### config.mk
export PLATFORM = sky130hd
export DESIGN_NAME = mrc_rx_ctrl
export DESIGN_NICKNAME = d
export VERILOG_FILES = /design/src/pkg/mrc_pkg.sv /design/src/pkg/mrc_cfg_if.sv /design/src/hdl/mrc_tag_limit.sv /design/src/hdl/mrc_fcs_strip.sv /design/src/hdl/mrc_rx_ctrl.sv
export SDC_FILE = /design/constraint.sdc
export NUM_CORES = 1
export LEC_CHECK = 0
export ABC_AREA = 0
export BUFFER_PORTS_ARGS = -buffer_cell sky130_fd_sc_hd__buf_2
export CAP_MARGIN = 20
export CORE_MARGIN = 1.5
export CORE_UTILIZATION = 45
export CTS_BUF_LIST = sky130_fd_sc_hd__clkbuf_16
export DETAILED_ROUTE_END_ITERATION = 8
export PLACE_DENSITY = 0.74
export SLEW_MARGIN = 20
export SYNTH_ARGS = -nofsm -noshare
export SYNTH_HDL_FRONTEND = slang
export SYNTH_HIERARCHICAL = 1
export SYNTH_SLANG_ARGS = --single-unit
### constraint.sdc
create_clock -name sys_clk -period 10.6 [get_ports sys_clk]
set_input_delay 2.12 -clock sys_clk [delete_from_list [all_inputs] [get_ports sys_clk]]
set_output_delay 2.12 -clock sys_clk [all_outputs]
set_load 0.01 [all_outputs]
### src/pkg/mrc_pkg.sv
// What this block does
// 14-bit max length, default 1518, abort longer; with select 1 the code flags them oversize and cuts only at 11265
// watchdog cuts frames beyond 11264 bytes always
// select 0: cut at max+1, flag oversize
// select 1: cut at 11265, oversize plus cut flag
// strip on removes last four bytes
// tag check off: one limit for all frames
// tag check on: +4 single, +8 double tag
// frames accepted only while receiver_on set
// disable waits for current frame to finish
// disabled flag set on completion, write-one clears
// software keeps settings stable while receiving
// reserved bits read zero, writes ignored
`default_nettype none
package mrc_pkg;
  localparam logic [11:0] MRC_CTRL_OFS = 12'h104;
  localparam logic [11:0] MRC_IRQ_STS_OFS = 12'h120;
  localparam logic [11:0] MRC_IRQ_MASK_OFS = 12'h124;
  localparam int MRC_MAX_LSB = 16;
  localparam int MRC_MAX_W = 14;
  localparam int MRC_WTL_BIT = 5;
  localparam int MRC_STRIP_BIT = 4;
  localparam int MRC_TAG_BIT = 2;
  localparam int MRC_DIS_BIT = 1;
  localparam int MRC_ON_BIT = 0;
  localparam logic [13:0] MRC_MAX_RST = 14'h05EE;
  localparam logic MRC_WTL_RST = 1'b1;
  localparam int unsigned MRC_WDT_LEN = 11264;
  localparam int MRC_FCS_BYTES = 4;
  localparam logic [14:0] MRC_TAG_EXTRA = 15'h0004;
  localparam logic [15:0] MRC_TPID_C = 16'h8100;
  localparam logic [15:0] MRC_TPID_S = 16'h88A8;
  localparam logic [14:0] MRC_TAG1_IDX = 15'h000D;
  localparam logic [14:0] MRC_TAG2_IDX = 15'h0011;
  localparam int MRC_ST_LONG_BIT = 14;
  localparam int MRC_ST_CUT_BIT = 15;
  localparam int MRC_ST_ERR_BIT = 16;
  localparam int MRC_IRQ_DONE = 0;
  localparam int MRC_IRQ_LONG = 1;
  localparam int MRC_IRQ_CUT = 2;
  localparam int MRC_IRQ_DIS = 3;
  localparam int MRC_IRQ_W = 4;
  typedef enum logic [1:0] {MRC_IDLE, MRC_RECV, MRC_DROP} mrc_state_t;
endpackage : mrc_pkg
`default_nettype wire

### src/pkg/mrc_cfg_if.sv
`timescale 1ns/1ps
`default_nettype none
interface mrc_cfg_if;
  logic [13:0] max_size;
  logic strip;
  logic tag_aware;
  logic vld;
  logic sof;
  logic [7:0] data;
  logic [14:0] idx;
  modport src (output max_size, strip, tag_aware, vld, sof, data, idx);
  modport snk (input max_size, strip, tag_aware, vld, sof, data, idx);
endinterface : mrc_cfg_if
`default_nettype wire

### src/hdl/mrc_tag_limit.sv
`timescale 1ns/1ps
`default_nettype none
module mrc_tag_limit (
  input wire logic sys_clk,
  input wire logic sys_rst,
  mrc_cfg_if.snk cfg,
  output logic [14:0] allowed
);
  logic [7:0] prev_q, prev_d;
  logic tag1_q, tag1_d, tag2_q, tag2_d;
  logic [15:0] pair;

  always_comb begin
    pair = {prev_q, cfg.data};
    prev_d = prev_q;
    tag1_d = cfg.sof ? 1'b0 : tag1_q;
    tag2_d = cfg.sof ? 1'b0 : tag2_q;
    if (cfg.vld) begin
      prev_d = cfg.data;
      if (cfg.idx == mrc_pkg::MRC_TAG1_IDX &&
          (pair == mrc_pkg::MRC_TPID_C || pair == mrc_pkg::MRC_TPID_S)) begin
        tag1_d = 1'b1;
      end
      if (cfg.idx == mrc_pkg::MRC_TAG2_IDX && tag1_q &&
          (pair == mrc_pkg::MRC_TPID_C || pair == mrc_pkg::MRC_TPID_S)) begin
        tag2_d = 1'b1;
      end
    end
    allowed = {1'b0, cfg.max_size};
    if (cfg.tag_aware) begin
      allowed = {1'b0, cfg.max_size}
                + (tag1_q ? mrc_pkg::MRC_TAG_EXTRA : 15'h0000)
                + (tag2_q ? mrc_pkg::MRC_TAG_EXTRA : 15'h0000);
    end
  end

  always_ff @(posedge sys_clk) begin
    if (sys_rst) begin
      prev_q <= 8'h00;
      tag1_q <= 1'b0;
      tag2_q <= 1'b0;
    end else begin
      prev_q <= prev_d;
      tag1_q <= tag1_d;
      tag2_q <= tag2_d;
    end
  end
endmodule : mrc_tag_limit
`default_nettype wire

### src/hdl/mrc_fcs_strip.sv
`timescale 1ns/1ps
`default_nettype none
module mrc_fcs_strip (
  input wire logic sys_clk,
  input wire logic sys_rst,
  mrc_cfg_if.snk cfg,
  output logic out_valid,
  output logic [7:0] out_data
);
  localparam int DEPTH = mrc_pkg::MRC_FCS_BYTES;
  logic [7:0] dly_q [DEPTH];
  logic [7:0] dly_d [DEPTH];
  logic [2:0] fill_q, fill_d;
  logic [2:0] base;
  logic vld_d;
  logic [7:0] data_d;

  always_comb begin
    dly_d = dly_q;
    fill_d = fill_q;
    vld_d = 1'b0;
    data_d = out_data;
    base = cfg.sof ? 3'h0 : fill_q;
    if (cfg.vld) begin
      if (!cfg.strip) begin
        vld_d = 1'b1;
        data_d = cfg.data;
      end else begin
        // the newest four bytes are held back; at frame end they are the fcs
        if (base == 3'(DEPTH)) begin
          vld_d = 1'b1;
          data_d = dly_q[DEPTH-1];
        end else begin
          fill_d = base + 3'h1;
        end
        for (int i = DEPTH - 1; i > 0; i--) begin
          dly_d[i] = dly_q[i-1];
        end
        dly_d[0] = cfg.data;
      end
    end
  end

  always_ff @(posedge sys_clk) begin
    if (sys_rst) begin
      fill_q <= 3'h0;
      out_valid <= 1'b0;
      out_data <= 8'h00;
      for (int i = 0; i < DEPTH; i++) begin
        dly_q[i] <= 8'h00;
      end
    end else begin
      fill_q <= fill_d;
      out_valid <= vld_d;
      out_data <= data_d;
      dly_q <= dly_d;
    end
  end
endmodule : mrc_fcs_strip
`default_nettype wire

### src/hdl/mrc_rx_ctrl.sv
// Chosen here: register access over Avalon-MM.
`timescale 1ns/1ps
`default_nettype none
module mrc_rx_ctrl #(
  parameter int unsigned WDT_LEN = mrc_pkg::MRC_WDT_LEN
) (
  input wire logic sys_clk,
  input wire logic sys_rst,
  input wire logic [11:0] avs_address,
  input wire logic avs_read,
  input wire logic avs_write,
  input wire logic [31:0] avs_writedata,
  input wire logic [3:0] avs_byteenable,
  output logic [31:0] avs_readdata,
  output logic avs_waitrequest,
  input wire logic phy_rx_dv,
  input wire logic phy_rx_er,
  input wire logic [7:0] phy_rx_data,
  output logic rx_data_valid,
  output logic [7:0] rx_data,
  output logic rx_status_valid,
  output logic [31:0] rx_status_word_a,
  output logic irq
);
  localparam logic [14:0] CUT_LEN = 15'(WDT_LEN + 1);

  if (WDT_LEN < 64 || WDT_LEN > 16382) begin : g_chk
    $error("WDT_LEN outside the range of the 14-bit length counter");
  end

  function automatic logic [31:0] mrc_be_mask(input logic [3:0] be);
    logic [31:0] m;
    m = 32'h0000_0000;
    for (int i = 0; i < 4; i++) begin
      m[i*8 +: 8] = {8{be[i]}};
    end
    return m;
  endfunction : mrc_be_mask

  function automatic logic [31:0] mrc_merge(input logic [31:0] old, input logic [31:0] wd,
                                            input logic [3:0] be);
    logic [31:0] m;
    m = mrc_be_mask(be);
    return (old & ~m) | (wd & m);
  endfunction : mrc_merge

  // register bus: one wait cycle, then a single acknowledge cycle
  logic ack_q, ack_d;
  logic [31:0] rdata_q, rdata_d;
  logic access;
  logic wr_ev;
  logic [31:0] wmask;
  logic [31:0] wbits;
  logic [31:0] ctrl_word;
  logic [31:0] ctrl_new;
  logic [31:0] mask_new;

  // control and status
  logic [13:0] max_q, max_d;
  logic wtl_q, wtl_d;
  logic strip_q, strip_d;
  logic tag_q, tag_d;
  logic on_q, on_d;
  logic dis_q, dis_d;
  logic [mrc_pkg::MRC_IRQ_W-1:0] sts_q, sts_d;
  logic [mrc_pkg::MRC_IRQ_W-1:0] mask_q, mask_d;
  logic [mrc_pkg::MRC_IRQ_W-1:0] evt;

  // frame path
  mrc_pkg::mrc_state_t state_q, state_d;
  logic [14:0] cnt_q, cnt_d;
  logic [14:0] base;
  logic [14:0] next_len;
  logic [14:0] cut_len;
  logic [14:0] allowed;
  logic prev_dv_q, prev_dv_d;
  logic er_q, er_d;
  logic on_prev_q, on_prev_d;
  logic pend_q, pend_d;
  logic st_vld_d;
  logic [31:0] st_word_d;
  logic start;
  logic take;
  logic done_long;
  logic done_cut;

  mrc_cfg_if cfg ();

  assign access = avs_read | avs_write;
  assign avs_waitrequest = access & ~ack_q;
  assign avs_readdata = rdata_q;
  assign wr_ev = avs_write & ack_q;
  assign wmask = mrc_be_mask(avs_byteenable);
  assign wbits = avs_writedata & wmask;
  assign irq = |(sts_q & mask_q);

  always_comb begin
    ctrl_word = 32'h0000_0000;
    ctrl_word[mrc_pkg::MRC_MAX_LSB +: mrc_pkg::MRC_MAX_W] = max_q;
    ctrl_word[mrc_pkg::MRC_WTL_BIT] = wtl_q;
    ctrl_word[mrc_pkg::MRC_STRIP_BIT] = strip_q;
    ctrl_word[mrc_pkg::MRC_TAG_BIT] = tag_q;
    ctrl_word[mrc_pkg::MRC_DIS_BIT] = dis_q;
    ctrl_word[mrc_pkg::MRC_ON_BIT] = on_q;
    ctrl_new = mrc_merge(ctrl_word, avs_writedata, avs_byteenable);
    mask_new = mrc_merge(32'(mask_q), avs_writedata, avs_byteenable);
  end

  always_comb begin
    ack_d = access & ~ack_q;
    rdata_d = rdata_q;
    if (avs_read && !ack_q) begin
      case (avs_address)
        mrc_pkg::MRC_CTRL_OFS: rdata_d = ctrl_word;
        mrc_pkg::MRC_IRQ_STS_OFS: rdata_d = 32'(sts_q);
        mrc_pkg::MRC_IRQ_MASK_OFS: rdata_d = 32'(mask_q);
        default: rdata_d = 32'h0000_0000;
      endcase
    end
  end

  always_comb begin
    max_d = max_q;
    wtl_d = wtl_q;
    strip_d = strip_q;
    tag_d = tag_q;
    on_d = on_q;
    mask_d = mask_q;
    if (wr_ev && avs_address == mrc_pkg::MRC_CTRL_OFS) begin
      max_d = ctrl_new[mrc_pkg::MRC_MAX_LSB +: mrc_pkg::MRC_MAX_W];
      wtl_d = ctrl_new[mrc_pkg::MRC_WTL_BIT];
      strip_d = ctrl_new[mrc_pkg::MRC_STRIP_BIT];
      tag_d = ctrl_new[mrc_pkg::MRC_TAG_BIT];
      on_d = ctrl_new[mrc_pkg::MRC_ON_BIT];
    end
    if (wr_ev && avs_address == mrc_pkg::MRC_IRQ_MASK_OFS) begin
      mask_d = mask_new[mrc_pkg::MRC_IRQ_W-1:0];
    end
    // hardware set wins over a write-one clear in the same cycle
    dis_d = dis_q;
    if (wr_ev && avs_address == mrc_pkg::MRC_CTRL_OFS &&
        wbits[mrc_pkg::MRC_DIS_BIT]) begin
      dis_d = 1'b0;
    end
    if (evt[mrc_pkg::MRC_IRQ_DIS]) begin
      dis_d = 1'b1;
    end
    sts_d = sts_q;
    if (wr_ev && avs_address == mrc_pkg::MRC_IRQ_STS_OFS) begin
      sts_d = sts_q & ~wbits[mrc_pkg::MRC_IRQ_W-1:0];
    end
    sts_d = sts_d | evt;
  end

  always_ff @(posedge sys_clk) begin
    if (sys_rst) begin
      ack_q <= 1'b0;
      rdata_q <= 32'h0000_0000;
      max_q <= mrc_pkg::MRC_MAX_RST;
      wtl_q <= mrc_pkg::MRC_WTL_RST;
      strip_q <= 1'b0;
      tag_q <= 1'b0;
      on_q <= 1'b0;
      dis_q <= 1'b0;
      sts_q <= '0;
      mask_q <= '0;
    end else begin
      ack_q <= ack_d;
      rdata_q <= rdata_d;
      max_q <= max_d;
      wtl_q <= wtl_d;
      strip_q <= strip_d;
      tag_q <= tag_d;
      on_q <= on_d;
      dis_q <= dis_d;
      sts_q <= sts_d;
      mask_q <= mask_d;
    end
  end

  // a frame is only joined at its first byte, never mid-way
  assign start = (state_q == mrc_pkg::MRC_IDLE) && phy_rx_dv && !prev_dv_q && on_q;
  assign take = start || (state_q == mrc_pkg::MRC_RECV && phy_rx_dv);
  assign base = (state_q == mrc_pkg::MRC_IDLE) ? 15'h0000 : cnt_q;
  assign next_len = base + 15'h0001;

  assign cfg.max_size = max_q;
  assign cfg.strip = strip_q;
  assign cfg.tag_aware = tag_q;
  assign cfg.vld = take;
  assign cfg.sof = start;
  assign cfg.data = phy_rx_data;
  assign cfg.idx = base;

  mrc_tag_limit u_tag (
    .sys_clk(sys_clk),
    .sys_rst(sys_rst),
    .cfg(cfg),
    .allowed(allowed)
  );

  mrc_fcs_strip u_strip (
    .sys_clk(sys_clk),
    .sys_rst(sys_rst),
    .cfg(cfg),
    .out_valid(rx_data_valid),
    .out_data(rx_data)
  );

  always_comb begin
    cut_len = CUT_LEN;
    if (!wtl_q && (allowed + 15'h0001) < CUT_LEN) begin
      cut_len = allowed + 15'h0001;
    end
  end

  always_comb begin
    state_d = state_q;
    cnt_d = cnt_q;
    er_d = start ? phy_rx_er : (er_q | (take & phy_rx_er));
    prev_dv_d = phy_rx_dv;
    st_vld_d = 1'b0;
    st_word_d = rx_status_word_a;
    done_long = 1'b0;
    done_cut = 1'b0;
    evt = '0;
    case (state_q)
      mrc_pkg::MRC_IDLE: begin
        if (phy_rx_dv && !start) begin
          state_d = mrc_pkg::MRC_DROP;
        end
      end
      mrc_pkg::MRC_RECV: begin
        if (!phy_rx_dv) begin
          state_d = mrc_pkg::MRC_IDLE;
          st_vld_d = 1'b1;
          done_long = cnt_q > allowed;
          st_word_d = 32'h0000_0000;
          st_word_d[13:0] = cnt_q[13:0];
          st_word_d[mrc_pkg::MRC_ST_LONG_BIT] = done_long;
          st_word_d[mrc_pkg::MRC_ST_ERR_BIT] = er_q;
        end
      end
      mrc_pkg::MRC_DROP: begin
        if (!phy_rx_dv) begin
          state_d = mrc_pkg::MRC_IDLE;
        end
      end
      default: state_d = mrc_pkg::MRC_IDLE;
    endcase
    if (take) begin
      cnt_d = next_len;
      state_d = mrc_pkg::MRC_RECV;
      if (next_len == cut_len) begin
        // truncate here; the rest of the frame is discarded
        state_d = mrc_pkg::MRC_DROP;
        st_vld_d = 1'b1;
        done_long = 1'b1;
        done_cut = next_len == CUT_LEN;
        st_word_d = 32'h0000_0000;
        st_word_d[13:0] = next_len[13:0];
        st_word_d[mrc_pkg::MRC_ST_LONG_BIT] = 1'b1;
        st_word_d[mrc_pkg::MRC_ST_CUT_BIT] = done_cut;
        st_word_d[mrc_pkg::MRC_ST_ERR_BIT] = 1'b1;
      end
    end
    // falling enable arms the shutdown; it completes only when no frame is held
    on_prev_d = on_q;
    pend_d = pend_q;
    if (on_prev_q && !on_q) begin
      pend_d = 1'b1;
    end
    if (on_q) begin
      pend_d = 1'b0;
    end
    if (pend_q && !on_q && state_q == mrc_pkg::MRC_IDLE && !start) begin
      pend_d = 1'b0;
      evt[mrc_pkg::MRC_IRQ_DIS] = 1'b1;
    end
    evt[mrc_pkg::MRC_IRQ_DONE] = st_vld_d;
    evt[mrc_pkg::MRC_IRQ_LONG] = done_long;
    evt[mrc_pkg::MRC_IRQ_CUT] = done_cut;
  end

  always_ff @(posedge sys_clk) begin
    if (sys_rst) begin
      state_q <= mrc_pkg::MRC_IDLE;
      cnt_q <= 15'h0000;
      er_q <= 1'b0;
      prev_dv_q <= 1'b0;
      on_prev_q <= 1'b0;
      pend_q <= 1'b0;
      rx_status_valid <= 1'b0;
      rx_status_word_a <= 32'h0000_0000;
    end else begin
      state_q <= state_d;
      cnt_q <= cnt_d;
      er_q <= er_d;
      prev_dv_q <= prev_dv_d;
      on_prev_q <= on_prev_d;
      pend_q <= pend_d;
      rx_status_valid <= st_vld_d;
      rx_status_word_a <= st_word_d;
    end
  end
endmodule : mrc_rx_ctrl
`default_nettype wire

==> results.json <==
{
  "synth-edff-count": 0,
  "drc": 0,
  "drv_cap": 0,
  "finalSetupViolations": 0,
  "grt_usage_pct": 21.0,
  "fin_setup_tns_ns": 0,
  "antenna_left": 0,
  "drtIter0Drc": 703,
  "leakage_nw": 3.97,
  "synth_compound_area_share_pct": 14.7,
  "status": "completed",
  "die-width_um": 139,
  "post-route-min-period_ns": 5.49,
  "synth_seq_cells": 156,
  "synth_adder_area_share_pct": 3.85,
  "worst_pin_slew_ns": 0.863,
  "syn_area_um2": 8330,
  "drive_above_1_share_pct": 17.3,
  "synthXorXnorAreaFrac_pct": 3.79,
  "port_buffers": 112,
  "ys_seq_area_share_pct": 37.5,
  "cts_setup_buffers": 0,
  "clock_latency_ns": 0.43,
  "cts_hold_buf": 0,
  "finalWeightedCongestion": 0.910,
  "relSlewSlack_pct": 40.8,
  "grt_setup_unrepaired": "no",
  "die_h_um": 139,
  "wl_per_cell_um": 15.3,
  "cts_buffers": 17,
  "yosysWarnings": 6,
  "netlist.top_cell.by_area": "dfxtp_1",
  "via_count": 7383,
  "antenna_found_initial": 0,
  "grt_max_degree": 63,
  "hpwlAfterDp_um": 14400,
  "worst_slack_ns": 5.11,
  "cp-start-kind": "flop",
  "cts_tree": "yes",
  "synth_top_family_by_area": "simple AND/OR/NAND/NOR gates",
  "hold_viol": 0,
  "overflow": 0,
  "drt_first_pass_iters": 5,
  "cts-root-buf": "clkbuf_16",
  "vias_per_cell": 5.58,
  "power.density_nw_per_um2": 131,
  "period_share_pct": 51.8,
  "worst_ep_required_time_ns": 10.89,
  "worstPathArrival_ns": 5.78,
  "dp_slack_ns": 5.29,
  "fillCellCount": 1710,
  "clk_path_buf_depth": 2,
  "synth_area_leaders": "dfxtp_1 38%, nand2_1 6.7%, mux2i_1 5.9%, a21oi_1 4.9%, nor2_1 3.8%",
  "initial_core_util_pct": 46.2,
  "fin_skew_ns": 0.0109,
  "avgSynthCellArea_um2": 8.28,
  "worstHoldPathType": "flop to flop",
  "fmax_mhz": 182,
  "yosysTopAreaCellShare_pct": 37.5,
  "area_delta_synth_final_pct": 14.0,
  "io_pins": 138,
  "core_area_um2": 18000,
  "grt_pass1_vias": 6842,
  "end_kind": "flop",
  "htreeDepth": 4,
  "synthFlopType": "dfxtp_1",
  "num-nets-final": 1168,
  "muxShareOfSynthArea_pct": 6.70,
  "crit_type": "flop to flop",
  "grt_first_pass_wirelength_um": 33400,
  "synth.distinct_cells": 73,
  "cts_resized": 0,
  "routed_wl_um": 20300,
  "ir_drop_mv": 0.112,
  "diodes": 0,
  "syn_inst": 1006,
  "yosys.area_share.simple_pct": 27.1,
  "worstPathMaxFanout": 15,
  "row_count": 49,
  "slew_viol_final": 0,
  "die-area_um2": 19300,
  "clk_pin_slew_ns": 0.07,
  "async_flop_share_pct": 0,
  "clkSinkCount": 156
}
through the flow:
stage	cells	area, µm²	utilization, %	hold WS [ns]	power [mW]
after detailed placement	1291	8890	49.3	0.444	0.644
final	1323	9490	52.7	0.441	1.25
after floorplan	1017	8370	-	0.432	0.629
after global placement	1291	8890	49.3	0.437	0.643
after CTS	1323	9490	52.7	0.448	1.26
after global routing	1323	9490	52.7	0.469	1.29
cell type report:
class / count / area, µm² / area share [%]
sequential: 156 / 3120 / 32.9
clock inverter: 15 / 174 / 1.83
clock buffer: 17 / 425 / 4.48
multi-input combinational: 750 / 4720 / 49.7
timing repair buffer: 121 / 631 / 6.64
tap: 229 / 287 / 3.02
inverter: 35 / 131 / 1.38
worst max-delay path: stages, from the launching register on:
cell,delay (ns)
dfxtp_1,0.38
inv_1,0.09
fa_1,0.41
inv_1,0.07
ha_1,0.17
ha_1,0.19
nand3_1,0.12
nor2_1,0.19
xor2_1,0.35
and4_1,0.35
nand3_1,0.15
o41ai_1,0.54
o31ai_1,0.25
or4b_1,0.50
nand3_1,0.09
o21ai_0,0.13
nor3_2,0.29
buf_4,0.28
and2_1,0.67
o21ai_1,0.14
placed cells by master (no fill, tap or decap), types with 6 or more instances in the layout:
cell / count
a211oi_1: 11
a211oi_2: 8
a21oi_1: 81
a22oi_1: 7
and3b_1: 16
and4_1: 7
buf_2: 111
buf_4: 10
clkbuf_16: 17
conb_1: 12
dfxtp_1: 156
ha_1: 24
inv_1: 34
inv_8: 8
mux2_2: 6
mux2i_1: 49
nand2_1: 147
nand3_1: 49
nand3b_1: 10
nand4_1: 23
nand4b_1: 6
nor2_1: 84
nor2b_1: 23
nor3_1: 33
nor4_1: 11
o21a_1: 6
o21ai_0: 8
o31ai_1: 6
o31ai_2: 9
xnor2_1: 26
xor2_1: 10
metal layers:
metal,share of wire (%),global-route usage [%],routed length (µm),vias up
met1,44,26.3,8930,3477
met5,0,0,0,-
met4,2.0,7.07,404,0
met3,4.7,4.63,961,40
li1,-,-,-,3670
met2,49,35.6,9990,196
report_power, final:
part           internal [mW]  total, mW  leakage, nW  switching (mW)
registers              0.587      0.587         1.26        0.000743
logic                 0.0139     0.0430         2.41          0.0291
clock network          0.338      0.616        0.298           0.277
total                  0.939       1.25         3.97           0.307
cells in the mapped netlist (all sizes together) (6+ instances only):
cell / instances
dfxtp: 156
nand2: 148
nor2: 84
a21oi: 81
mux2i: 49
nand3: 49
clkbuf: 41
buf: 35
nor3: 35
inv: 34
xnor2: 26
ha: 24
nand4: 23
nor2b: 23
a211oi: 19
and3b: 16
o31ai: 15
nor4: 11
nand3b: 10
xor2: 10
o21ai: 9
a22oi: 7
and4: 7
and2: 6
mux2: 6
nand4b: 6
o21a: 6
logic make-up after synthesis:
family	Yosys count
AO/OA/AOI/OAI	176
XOR/XNOR	36
adder cells (fa/ha/maj)	25
buffers and inverters	111
flip-flops	156
multiplexers	55
other	1
AND/OR/NAND/NOR	446
final timing paths:
path	start	endpoint	slack (ns)	cells after the start
worst max-delay path	flop	rx_status_word_a[15]	5.11	19
worst min-delay path	u_strip/dly_q[19]	u_strip/dly_q[11]	0.44	2
worst min register to register	u_strip/dly_q[19]	u_strip/dly_q[11]	0.44	2
worst max register to register	flop	rx_status_word_a[15]	5.11	19
Power figures use the tool's default switching activity.
